==> config.mk <==
export PLATFORM = sky130hd
export DESIGN_NAME = rtcc_regs
export DESIGN_NICKNAME = d
export VERILOG_FILES = /design/src/rtcc_pkg.sv /design/src/rtcc_retry_timer.sv /design/src/rtcc_regs.sv
export SDC_FILE = /design/constraint.sdc
export NUM_CORES = 1
export LEC_CHECK = 0
export ABC_AREA = 1
export BUFFER_PORTS_ARGS = -buffer_cell sky130_fd_sc_hd__buf_2
export CAP_MARGIN = 0
export CORE_MARGIN = 2
export CORE_UTILIZATION = 30
export CTS_BUF_LIST = sky130_fd_sc_hd__clkbuf_4 sky130_fd_sc_hd__clkbuf_8
export CTS_CLUSTER_DIAMETER = 60
export DETAILED_ROUTE_END_ITERATION = 16
export GPL_TIMING_DRIVEN = 1
export MAX_ROUTING_LAYER = met4
export SETUP_SLACK_MARGIN = 0.1
export SLEW_MARGIN = 20
export SYNTH_ARGS = -nofsm -noshare
export SYNTH_HDL_FRONTEND = slang
export SYNTH_HIERARCHICAL = 1
export SYNTH_SLANG_ARGS = --single-unit
==> constraint.sdc <==
create_clock -name CLK -period 1.6 [get_ports CLK]
set_input_delay 0.32 -clock CLK [delete_from_list [all_inputs] [get_ports CLK]]
set_output_delay 0.32 -clock CLK [all_outputs]
set_load 0.02 [all_outputs]
==> src/rtcc_pkg.sv <==
package rtcc_pkg;

  // ------------------------------------------------------------
  // Register offsets in configuration space.
  // ------------------------------------------------------------
  localparam logic [7:0] RTCC_RETRY_OFF = 8'h90;
  localparam logic [7:0] RTCC_CARD_OFF = 8'h91;

  // ------------------------------------------------------------
  // Reset values.
  // ------------------------------------------------------------
  localparam logic [7:0] RTCC_RETRY_RST = 8'hC0;
  localparam logic [7:0] RTCC_CARD_RST = 8'h00;

  // ------------------------------------------------------------
  // Field positions of the retry register.
  // ------------------------------------------------------------
  localparam int RTCC_HOST_EN_BIT = 7;
  localparam int RTCC_CARD_EN_BIT = 6;
  localparam int RTCC_SKB_EXP_BIT = 5;
  localparam int RTCC_SKA_EXP_BIT = 3;
  localparam int RTCC_HOST_EXP_BIT = 1;

  // ------------------------------------------------------------
  // Field positions of the card control register.
  // ------------------------------------------------------------
  localparam int RTCC_RING_BIT = 7;
  localparam int RTCC_RSVD_HI = 6;
  localparam int RTCC_RSVD_LO = 3;
  localparam int RTCC_AUDIO_BIT = 2;
  localparam int RTCC_CARD_SPEAKER_INPUT_BIT = 1;
  localparam int RTCC_IRQ_BIT = 0;

  // ------------------------------------------------------------
  // Retry time-out: the limit is a count of clock cycles.
  // ------------------------------------------------------------
  localparam int RTCC_TIMEOUT_EXP = 15;
  localparam int RTCC_CNT_W = RTCC_TIMEOUT_EXP + 1;
  localparam logic [RTCC_CNT_W-1:0] RTCC_CNT_ONE = 16'h0001;

  // Number of retry counters: host side, socket A, socket B.
  localparam int RTCC_NUM_CNT = 3;
  localparam int RTCC_CNT_HOST = 0;
  localparam int RTCC_CNT_SKA = 1;
  localparam int RTCC_CNT_SKB = 2;

endpackage

==> src/rtcc_retry_timer.sv <==
`timescale 1ns/1ps
`default_nettype none

// One retry time-out watcher. It runs from a received retry until the same
// master request is re-issued and pulses expired once the limit is reached.
module rtcc_retry_timer #(
  parameter int LIMIT = 32768
) (
  input wire logic CLK,
  input wire logic ARST_N,
  input wire logic enable,
  input wire logic retry_seen,
  input wire logic reissued,
  output logic expired
);

  // ------------------------------------------------------------
  // Counter state.
  // ------------------------------------------------------------
  logic running_r; // Counting toward the limit.
  logic running_nxt;
  logic [rtcc_pkg::RTCC_CNT_W-1:0] count_r; // Cycles since the retry.
  logic [rtcc_pkg::RTCC_CNT_W-1:0] count_nxt;
  logic expired_r; // One-cycle expiry pulse.
  logic expired_nxt;
  logic at_limit; // Count has reached the limit.

  assign at_limit = (count_r == rtcc_pkg::RTCC_CNT_W'(LIMIT - 1));

  // A re-issue stops the count; a new retry restarts it. Disabled, it idles,
  // so a retry seen while disabled is never timed even after re-enable.
  assign running_nxt = enable & ~reissued & (retry_seen | (running_r & ~at_limit));
  assign count_nxt = (retry_seen | ~running_r) ? '0 : count_r + rtcc_pkg::RTCC_CNT_ONE;
  assign expired_nxt = enable & running_r & at_limit & ~reissued & ~retry_seen;

  // Registers of the watcher.
  always_ff @(posedge CLK or negedge ARST_N) begin
    if (!ARST_N) begin
      running_r <= 1'b0;
      count_r <= '0;
      expired_r <= 1'b0;
    end else begin
      running_r <= running_nxt;
      count_r <= count_nxt;
      expired_r <= expired_nxt;
    end
  end

  assign expired = expired_r;

endmodule

`default_nettype wire

==> src/rtcc_regs.sv <==
// What this block does
// - Set expired flag after unreissued retry timeout
// - Expired flags clear on write one only
// - Bit 7 enables host retry counter
// - Bit 6 enables card retry counter
// - Bit 5 flags socket B retry expiry
// - Bit 3 flags socket A retry expiry
// - Bit 1 flags host-side retry expiry
// - Retry bits 4, 2, 0 read zero
// - Sticky bits reset only by global reset
// - Card bit 7 enables ring output pin
// - Card bit 2 zero routes audio PWM
// - Both functions clear bit 2: function 0 audio routed
// - Card bit 1 passes speaker to output
// - Speaker output is XOR of sockets
// - Speaker pin driven when either enable set
// - Card bit 0 set on socket interrupt
`timescale 1ns/1ps
`default_nettype none

module rtcc_regs (
  input wire logic CLK,
  input wire logic ARST_N,
  input wire logic GLOBAL_RESET_N,
  input wire logic CFG_WR,
  input wire logic CFG_FUNC,
  input wire logic [7:0] CFG_ADDR,
  input wire logic [7:0] CFG_WDATA,
  output logic [7:0] CFG_RDATA,
  input wire logic HOST_RETRY,
  input wire logic HOST_REISSUE,
  input wire logic SKA_RETRY,
  input wire logic SKA_REISSUE,
  input wire logic SKB_RETRY,
  input wire logic SKB_REISSUE,
  input wire logic [1:0] CARD_FUNCTIONAL_IRQ,
  input wire logic [1:0] CARD_SPEAKER_INPUT,
  input wire logic [1:0] CARD_AUDIO_SIGNAL,
  input wire logic RING_REQUEST,
  output logic RING_INDICATE_OUTPUT,
  output logic RING_INDICATE_OUTPUT_OE_N,
  output logic CARD_AUDIO_PWM,
  output logic CARD_AUDIO_PWM_VALID,
  output logic SPEAKER_OUTPUT_PIN,
  output logic SPEAKER_OUTPUT_PIN_OE_N
);

  // ------------------------------------------------------------
  // Synchronisers for pins that come from the sockets.
  // ------------------------------------------------------------
  // Layout: [1:0] irq, [3:2] speaker, [5:4] audio, [6] ring.
  localparam int SYNC_W = 7;
  logic [SYNC_W-1:0] pin_raw; // Raw pin levels.
  logic [SYNC_W-1:0] sync1_r; // First stage, read only by the second.
  logic [SYNC_W-1:0] sync2_r; // Stable sampled levels.
  logic [1:0] irq_s; // Synchronised socket interrupt levels.
  logic [1:0] irq_prev_r; // Previous interrupt levels for edge detection.
  logic [1:0] card_speaker_input_s; // Synchronised speaker levels.
  logic [1:0] audio_s; // Synchronised audio levels.
  logic ring_s; // Synchronised ring request.

  assign pin_raw = {RING_REQUEST, CARD_AUDIO_SIGNAL, CARD_SPEAKER_INPUT, CARD_FUNCTIONAL_IRQ};
  assign irq_s = sync2_r[1:0];
  assign card_speaker_input_s = sync2_r[3:2];
  assign audio_s = sync2_r[5:4];
  assign ring_s = sync2_r[6];

  // Two flip-flops before any logic reads the pins.
  always_ff @(posedge CLK or negedge ARST_N) begin
    if (!ARST_N) begin
      sync1_r <= '0;
      sync2_r <= '0;
      irq_prev_r <= '0;
    end else begin
      sync1_r <= pin_raw;
      sync2_r <= sync1_r;
      irq_prev_r <= irq_s;
    end
  end

  // ------------------------------------------------------------
  // Write decode.
  // ------------------------------------------------------------
  logic wr_retry; // Write to the shared retry register.
  logic wr_card; // Write to a card control register.
  logic wr_card_f0; // Write reaching shared card bits through function 0.

  // Shared bits are only reachable from function 0; function 1 writes to
  // them are dropped, which protects against software breaking that convention.
  assign wr_retry = CFG_WR & (CFG_ADDR == rtcc_pkg::RTCC_RETRY_OFF) & ~CFG_FUNC;
  assign wr_card = CFG_WR & (CFG_ADDR == rtcc_pkg::RTCC_CARD_OFF);
  assign wr_card_f0 = wr_card & ~CFG_FUNC;

  // ------------------------------------------------------------
  // Retry time-out counters.
  // ------------------------------------------------------------
  logic host_en_r; // Host-side counter enable.
  logic card_en_r; // Card-side counter enable.
  logic [rtcc_pkg::RTCC_NUM_CNT-1:0] cnt_en; // Enable per counter.
  logic [rtcc_pkg::RTCC_NUM_CNT-1:0] cnt_retry; // Retry seen per counter.
  logic [rtcc_pkg::RTCC_NUM_CNT-1:0] cnt_reissue; // Re-issue per counter.
  logic [rtcc_pkg::RTCC_NUM_CNT-1:0] cnt_exp; // Expiry pulse per counter.

  assign cnt_en = {card_en_r, card_en_r, host_en_r};
  assign cnt_retry = {SKB_RETRY, SKA_RETRY, HOST_RETRY};
  assign cnt_reissue = {SKB_REISSUE, SKA_REISSUE, HOST_REISSUE};

  // One watcher per master path.
  genvar gi;
  generate
    for (gi = 0; gi < rtcc_pkg::RTCC_NUM_CNT; gi++) begin : g_timer
      rtcc_retry_timer #(
        .LIMIT(1 << rtcc_pkg::RTCC_TIMEOUT_EXP)
      ) u_timer (
        .CLK(CLK),
        .ARST_N(ARST_N),
        .enable(cnt_en[gi]),
        .retry_seen(cnt_retry[gi]),
        .reissued(cnt_reissue[gi]),
        .expired(cnt_exp[gi])
      );
    end
  endgenerate

  // ------------------------------------------------------------
  // Sticky flags: set wins over a simultaneous write-one clear.
  // ------------------------------------------------------------
  function automatic logic sticky_next(input logic cur, input logic set, input logic clr);
    sticky_next = set | (cur & ~clr);
  endfunction

  logic host_exp_r; // Host-side target retry expired.
  logic ska_exp_r; // Socket A retry expired.
  logic skb_exp_r; // Socket B retry expired.
  logic host_exp_nxt;
  logic ska_exp_nxt;
  logic skb_exp_nxt;
  logic host_en_nxt;
  logic card_en_nxt;

  assign host_exp_nxt = sticky_next(host_exp_r, cnt_exp[rtcc_pkg::RTCC_CNT_HOST],
    wr_retry & CFG_WDATA[rtcc_pkg::RTCC_HOST_EXP_BIT]);
  assign ska_exp_nxt = sticky_next(ska_exp_r, cnt_exp[rtcc_pkg::RTCC_CNT_SKA],
    wr_retry & CFG_WDATA[rtcc_pkg::RTCC_SKA_EXP_BIT]);
  assign skb_exp_nxt = sticky_next(skb_exp_r, cnt_exp[rtcc_pkg::RTCC_CNT_SKB],
    wr_retry & CFG_WDATA[rtcc_pkg::RTCC_SKB_EXP_BIT]);
  assign host_en_nxt = wr_retry ? CFG_WDATA[rtcc_pkg::RTCC_HOST_EN_BIT] : host_en_r;
  assign card_en_nxt = wr_retry ? CFG_WDATA[rtcc_pkg::RTCC_CARD_EN_BIT] : card_en_r;

  // ------------------------------------------------------------
  // Card control fields.
  // ------------------------------------------------------------
  logic ring_en_r; // Shared ring output enable.
  logic ring_en_nxt;
  logic [3:0] rsvd_r; // Reserved storage, bits 6 to 3.
  logic [3:0] rsvd_nxt;
  logic [1:0] audio_dis_r; // Per-function audio route disable.
  logic [1:0] audio_dis_nxt;
  logic [1:0] card_speaker_input_en_r; // Per-function speaker enable.
  logic [1:0] card_speaker_input_en_nxt;
  logic [1:0] irq_flag_r; // Per-socket functional interrupt flag.
  logic [1:0] irq_flag_nxt;
  logic [1:0] irq_rise; // Interrupt asserted this cycle.
  logic [1:0] func_sel; // One-hot function of the current access.

  assign func_sel = {CFG_FUNC, ~CFG_FUNC};
  assign irq_rise = irq_s & ~irq_prev_r;
  assign ring_en_nxt = wr_card_f0 ? CFG_WDATA[rtcc_pkg::RTCC_RING_BIT] : ring_en_r;
  // Reserved bits hold what was written; software keeps them as read.
  assign rsvd_nxt = wr_card_f0 ?
    CFG_WDATA[rtcc_pkg::RTCC_RSVD_HI:rtcc_pkg::RTCC_RSVD_LO] : rsvd_r;

  // Per-function fields, one copy per socket.
  generate
    for (gi = 0; gi < 2; gi++) begin : g_func
      assign audio_dis_nxt[gi] = (wr_card & func_sel[gi]) ?
        CFG_WDATA[rtcc_pkg::RTCC_AUDIO_BIT] : audio_dis_r[gi];
      assign card_speaker_input_en_nxt[gi] = (wr_card & func_sel[gi]) ?
        CFG_WDATA[rtcc_pkg::RTCC_CARD_SPEAKER_INPUT_BIT] : card_speaker_input_en_r[gi];
      assign irq_flag_nxt[gi] = sticky_next(irq_flag_r[gi], irq_rise[gi],
        wr_card & func_sel[gi] & CFG_WDATA[rtcc_pkg::RTCC_IRQ_BIT]);
    end
  endgenerate

  // ------------------------------------------------------------
  // Sticky registers, cleared only by global reset.
  // ------------------------------------------------------------
  // The core reset leaves them alone, so settings survive an ordinary bus reset.
  // The limitation is that the global reset must be pulsed at power-up.
  logic sticky_rst_n; // Reset for the sticky registers.
  logic plain_rst_n; // Reset for the reserved card bits, which are not sticky.
  assign sticky_rst_n = GLOBAL_RESET_N;
  assign plain_rst_n = ARST_N & GLOBAL_RESET_N;

  always_ff @(posedge CLK or negedge sticky_rst_n) begin
    if (!sticky_rst_n) begin
      host_en_r <= rtcc_pkg::RTCC_RETRY_RST[rtcc_pkg::RTCC_HOST_EN_BIT];
      card_en_r <= rtcc_pkg::RTCC_RETRY_RST[rtcc_pkg::RTCC_CARD_EN_BIT];
      host_exp_r <= 1'b0;
      ska_exp_r <= 1'b0;
      skb_exp_r <= 1'b0;
      ring_en_r <= rtcc_pkg::RTCC_CARD_RST[rtcc_pkg::RTCC_RING_BIT];
      audio_dis_r <= '0;
      card_speaker_input_en_r <= '0;
      irq_flag_r <= '0;
    end else begin
      host_en_r <= host_en_nxt;
      card_en_r <= card_en_nxt;
      host_exp_r <= host_exp_nxt;
      ska_exp_r <= ska_exp_nxt;
      skb_exp_r <= skb_exp_nxt;
      ring_en_r <= ring_en_nxt;
      audio_dis_r <= audio_dis_nxt;
      card_speaker_input_en_r <= card_speaker_input_en_nxt;
      irq_flag_r <= irq_flag_nxt;
    end
  end

  // Reserved card bits are not sticky, so either reset restores them.
  always_ff @(posedge CLK or negedge plain_rst_n) begin
    if (!plain_rst_n) begin
      rsvd_r <= rtcc_pkg::RTCC_CARD_RST[rtcc_pkg::RTCC_RSVD_HI:rtcc_pkg::RTCC_RSVD_LO];
    end else begin
      rsvd_r <= rsvd_nxt;
    end
  end

  // ------------------------------------------------------------
  // Read path.
  // ------------------------------------------------------------
  logic [7:0] retry_view; // Retry register as read.
  logic [7:0] card_view; // Card control as read by the addressed function.
  logic [7:0] rdata_nxt;
  logic sel_f; // Index of the addressed function.

  assign sel_f = CFG_FUNC;
  // Reserved bits 4, 2 and 0 are tied low.
  assign retry_view = {host_en_r, card_en_r, skb_exp_r, 1'b0,
    ska_exp_r, 1'b0, host_exp_r, 1'b0};
  assign card_view = {ring_en_r, rsvd_r, audio_dis_r[sel_f], card_speaker_input_en_r[sel_f],
    irq_flag_r[sel_f]};
  assign rdata_nxt = (CFG_ADDR == rtcc_pkg::RTCC_RETRY_OFF) ? retry_view :
    (CFG_ADDR == rtcc_pkg::RTCC_CARD_OFF) ? card_view : 8'h00;

  // ------------------------------------------------------------
  // Pin outputs.
  // ------------------------------------------------------------
  logic audio_on; // Some function routes card audio.
  logic audio_sel; // Audio level of the chosen socket.
  logic card_speaker_input_on; // Speaker pin drives.
  logic card_speaker_input_mix; // Exclusive-OR of both sockets' speakers.

  // Function 0 has priority when both route audio.
  assign audio_on = ~audio_dis_r[0] | ~audio_dis_r[1];
  assign audio_sel = ~audio_dis_r[0] ? audio_s[0] : audio_s[1];
  assign card_speaker_input_mix = card_speaker_input_s[0] ^ card_speaker_input_s[1];
  assign card_speaker_input_on = card_speaker_input_en_r[0] | card_speaker_input_en_r[1];

  logic ring_q_r; // Ring output level.
  logic ring_oe_n_r; // Ring output enable, low drives.
  logic aud_q_r; // Audio PWM level.
  logic aud_v_r; // Audio routed to the pin.
  logic spk_q_r; // Speaker level.
  logic spk_oe_n_r; // Speaker enable, low drives.
  logic [7:0] rdata_r; // Registered read data.

  // Outputs are registered so the pins see no decode glitches.
  always_ff @(posedge CLK or negedge ARST_N) begin
    if (!ARST_N) begin
      ring_q_r <= 1'b0;
      ring_oe_n_r <= 1'b1;
      aud_q_r <= 1'b0;
      aud_v_r <= 1'b0;
      spk_q_r <= 1'b0;
      spk_oe_n_r <= 1'b1;
      rdata_r <= 8'h00;
    end else begin
      ring_q_r <= ring_en_r & ring_s;
      ring_oe_n_r <= ~ring_en_r;
      aud_q_r <= audio_on & audio_sel;
      aud_v_r <= audio_on;
      spk_q_r <= card_speaker_input_on & card_speaker_input_mix;
      spk_oe_n_r <= ~card_speaker_input_on;
      rdata_r <= rdata_nxt;
    end
  end

  assign CFG_RDATA = rdata_r;
  assign RING_INDICATE_OUTPUT = ring_q_r;
  assign RING_INDICATE_OUTPUT_OE_N = ring_oe_n_r;
  assign CARD_AUDIO_PWM = aud_q_r;
  assign CARD_AUDIO_PWM_VALID = aud_v_r;
  assign SPEAKER_OUTPUT_PIN = spk_q_r;
  assign SPEAKER_OUTPUT_PIN_OE_N = spk_oe_n_r;

endmodule

`default_nettype wire

==> summary.md <==
| Metric | Value |
|---|---|
| Clk Latency, worst-skew pair | `360 ps` |
| CP Launch Point | `SPEAKER_OUTPUT_PIN_OE_N$_DFF_PN1_` |
| Clk pwr share | `34.9%` |
| Crit path max-delay family | `flip-flops` |
| Critical Path, Cell by Cell | `buf_2` |
| Hold Path Origin | `CARD_AUDIO_SIGNAL[0]` |
| Synthesized cell area | `4420 um2` |
| Sw frac | `23.6%` |
| Core ar. | `14500 um2` |
| Comb pwr share | `4.2%` |
| Fraction of layout cells with a size suffix above 1 | `18.0%` |
| Nature of the critical path endpoint | `output pin` |
| Overflow after GRT | `0` |
| Power Density | `830 nW/um2` |
| Top-count cell post-synth | `nand2_1` |
| Final TNS setup | `0 ps` |
| Hpwl dp | `6480 um` |
| Nets@finish | `616` |
| Shortest period the worst path allows | `1360 ps` |
| Buf/Inv on CP | `1` |
| Run status | `finished clean` |
| Switching pwr | `0.000999 W` |
| Clock Skews | `7.19 ps` |
| Critical Path AT | `1040 ps` |
| Fin. Hold Viols | `0` |
| Routed length per instance | `11.3 um` |
| Antenna violations before repair | `0` |
| Net Count, Synth | `555` |
| Yosys Warn Count | `6` |
| Initial core utilization | `30.5%` |
| Max Cap Viol | `0` |
| Via-to-Cell Ratio | `4.40` |
| Worst Tran Pin Value | `333 ps` |
| Post-synth cell types | `27` |
| First-pass GRT wire length | `15200 um` |
| Syn_area_per_cell | `8.54 um2` |
| Die Y | `125 um` |
| CTS Sinks | `100` |
| GRT Total Usage | `12.1%` |
| Syn Inst Count | `518` |
| Final period utilization | `84.8%` |
| Util after Layout | `35.2%` |
| Horiz. Die Dim | `125 um` |
| CTS tree | `done` |
| FFs w/ async S/R, synth | `100%` |
| Max-slew violation count | `0` |
| Total CTS buffers | `9` |
| Worst r2r src | `g_timer[2].u_timer/count_r[0]$_DFF_PN0_` |
| RSZ-0062 raised after global routing | `yes` |
| Drt initial violations | `200` |
| Port buffer count | `47` |
| Fin Hold WS | `59.5 ps` |
| Synthesized flop and latch total | `100` |
| GPL Wtd Cong | `0.832` |
| Worst vdd ir | `0.000387 V` |
| CP Max Fanout | `1` |
| Diodes inserted | `0` |
| Root buffer cell | `clkbuf_8` |
| CP Launch Type | `flip-flop` |
| Relative slew slack | `77.8%` |
| DRT Wirelength | `8670 um` |
| Area contributors post-synth | `dfrtp_1 (54%), nand2_1 (11%), nor2_1 (7.6%)` |
| LEAKAGE | `2.40 nW` |
| P&R area growth vs syn | `15.4%` |
| Yosys top cell area share | `54.3%` |
| F_max | `0.737 GHz` |
| Top cells by count, synth | `nand2_1 (131), dfrtp_1 (96), nor2_1 (89), inv_1 (63), o21ai_0 (22)` |
| CTS max path bufs | `2` |
| Die footprint | `15700 um2` |
| Hold Path Class | `primary input to flip-flop` |
| Vias in the first global route | `3383` |
| Synth Flop Type | `dfrtp_1` |
| Max incr delay on CP | `530 ps` |
| Row count | `44` |
| Flop pwr share | `60.9%` |
| # H-tree levels | `3` |
| WS Path Type | `flip-flop to output pin` |
| DRC viols | `0` |
| Setup Viol. Count Final | `0` |
| Internal | `0.00324 W` |
| Final ANT Viol Nets | `0` |
| CP max-delay cell | `dfstp_2` |
| Proportion of synthesized chip area in sequential cells | `56.7%` |
| WP data required | `1280 ps` |
| Cell taking the most area after synthesis | `dfrtp_1` |
| EDFF count, synth | `0` |
| I/O pins | `48` |
| Reg clk slew, reported paths | `100 ps` |
| Via count | `3376` |
| Largest net degree at the start of global routing | `28` |
| Drt pass-1 iters | `4` |
## power groups by stage
stage	Combinational [W]	Clock [W]	Sequential, W
after floorplan	0.0000472	0	0.00263
after global placement	0.000177	0	0.00263
after detailed placement	0.000180	0	0.00263
after CTS	0.000185	0.00154	0.00258
after global routing	0.000203	0.00165	0.00258
final	0.000178	0.00148	0.00258
## flip-flops by register name (all words and copies together) (netlist names), 3 cells and up
name and flops:
sync1_r 7, sync2_r 7, g_timer.u_timer/count_r 48, rsvd_r 4, g_timer.u_timer/expired 3, CFG_RDATA 8, g_timer.u_timer/running_r 3
## layout make-up
class / instances / area (um2)
Fill cell: 1502 / 9380
Sequential cell: 100 / 2510
Multi-Input combinational cell: 346 / 1610
Timing Repair Buffer: 56 / 335
Inverter: 66 / 248
Tap cell: 184 / 230
Clock buffer: 11 / 139
Clock inverter: 5 / 37.5
## cell families (layout without fill, tap and decap cells)
logic type	after synthesis	after routing	synth area share (%)
AND/OR/NAND/NOR	288	288	28.4
flip-flops	100	100	56.7
buffers and inverters	72	138	7.13
AO/OA/AOI/OAI	51	51	6.08
XOR/XNOR	4	4	0.792
adder cells (fa/ha/maj)	3	3	0.849
## placed cells by master (no fill, tap or decap), types with 3 or more instances in the layout
master | synthesis | final
buf_2 | 0 | 46
nand2_2 | 13 | 13
o21ai_0 | 22 | 22
nand3_1 | 20 | 20
nor2_4 | 4 | 4
a21oi_1 | 17 | 17
nor2_1 | 89 | 89
nand4_1 | 15 | 15
inv_2 | 3 | 3
nor2_2 | 7 | 7
nor3b_1 | 3 | 3
xor2_1 | 3 | 3
dfrtp_1 | 96 | 96
buf_4 | 2 | 6
nand2_1 | 131 | 131
inv_1 | 63 | 63
o21ai_1 | 4 | 4
dfstp_2 | 4 | 4
ha_1 | 3 | 3
a31oi_1 | 6 | 6
clkbuf_8 | 3 | 9
## final timing paths
path | endpoint | slack [ps] | cells after the start
setup / recovery | SPEAKER_OUTPUT_PIN_OE_N | 240 | 1
hold / removal | sync1_r[4]$_DFF_PN0_ | 60 | 1
setup reg to reg | g_timer[2].u_timer/count_r[10]$_DFF_PN0_ | 260 | 8
hold reg to reg | sync2_r[1]$_DFF_PN0_ | 350 | 0
max in group asynchronous | RING_INDICATE_OUTPUT_OE_N$_DFF_PN1_ | 690 | 3
min in group asynchronous | sync2_r[0]$_DFF_PN0_ | 350 | 2
## layer usage
layer	GRT usage (%)	part of all wire [%]	up-vias
li1	-	-	1745
met3	3.21	4.0	5
met5	-	0	-
met1	15.0	48	1572
met2	19.5	47	54
met4	3.33	0.99	0
## repair_timing
| item | CTS | global route |
|---|---|---|
| setup endpoints to repair | 0 | 1 |
| buffers inserted | 0 | 0 |
| hold endpoints to repair | 22 | 0 |
| hold buffers | 2 | 0 |
| resized for setup | 0 | 1 |
## metrics by stage
step	power (W)	cell area [um2]	setup slack [ps]	cells
after floorplan	0.00268	4420	426	518
after global placement	0.00280	4900	191	750
after detailed placement	0.00281	4900	174	750
after CTS	0.00431	5100	185	768
after global routing	0.00444	5100	96.9	768
final	0.00424	5100	244	768
(Power assumes the default switching activity.)
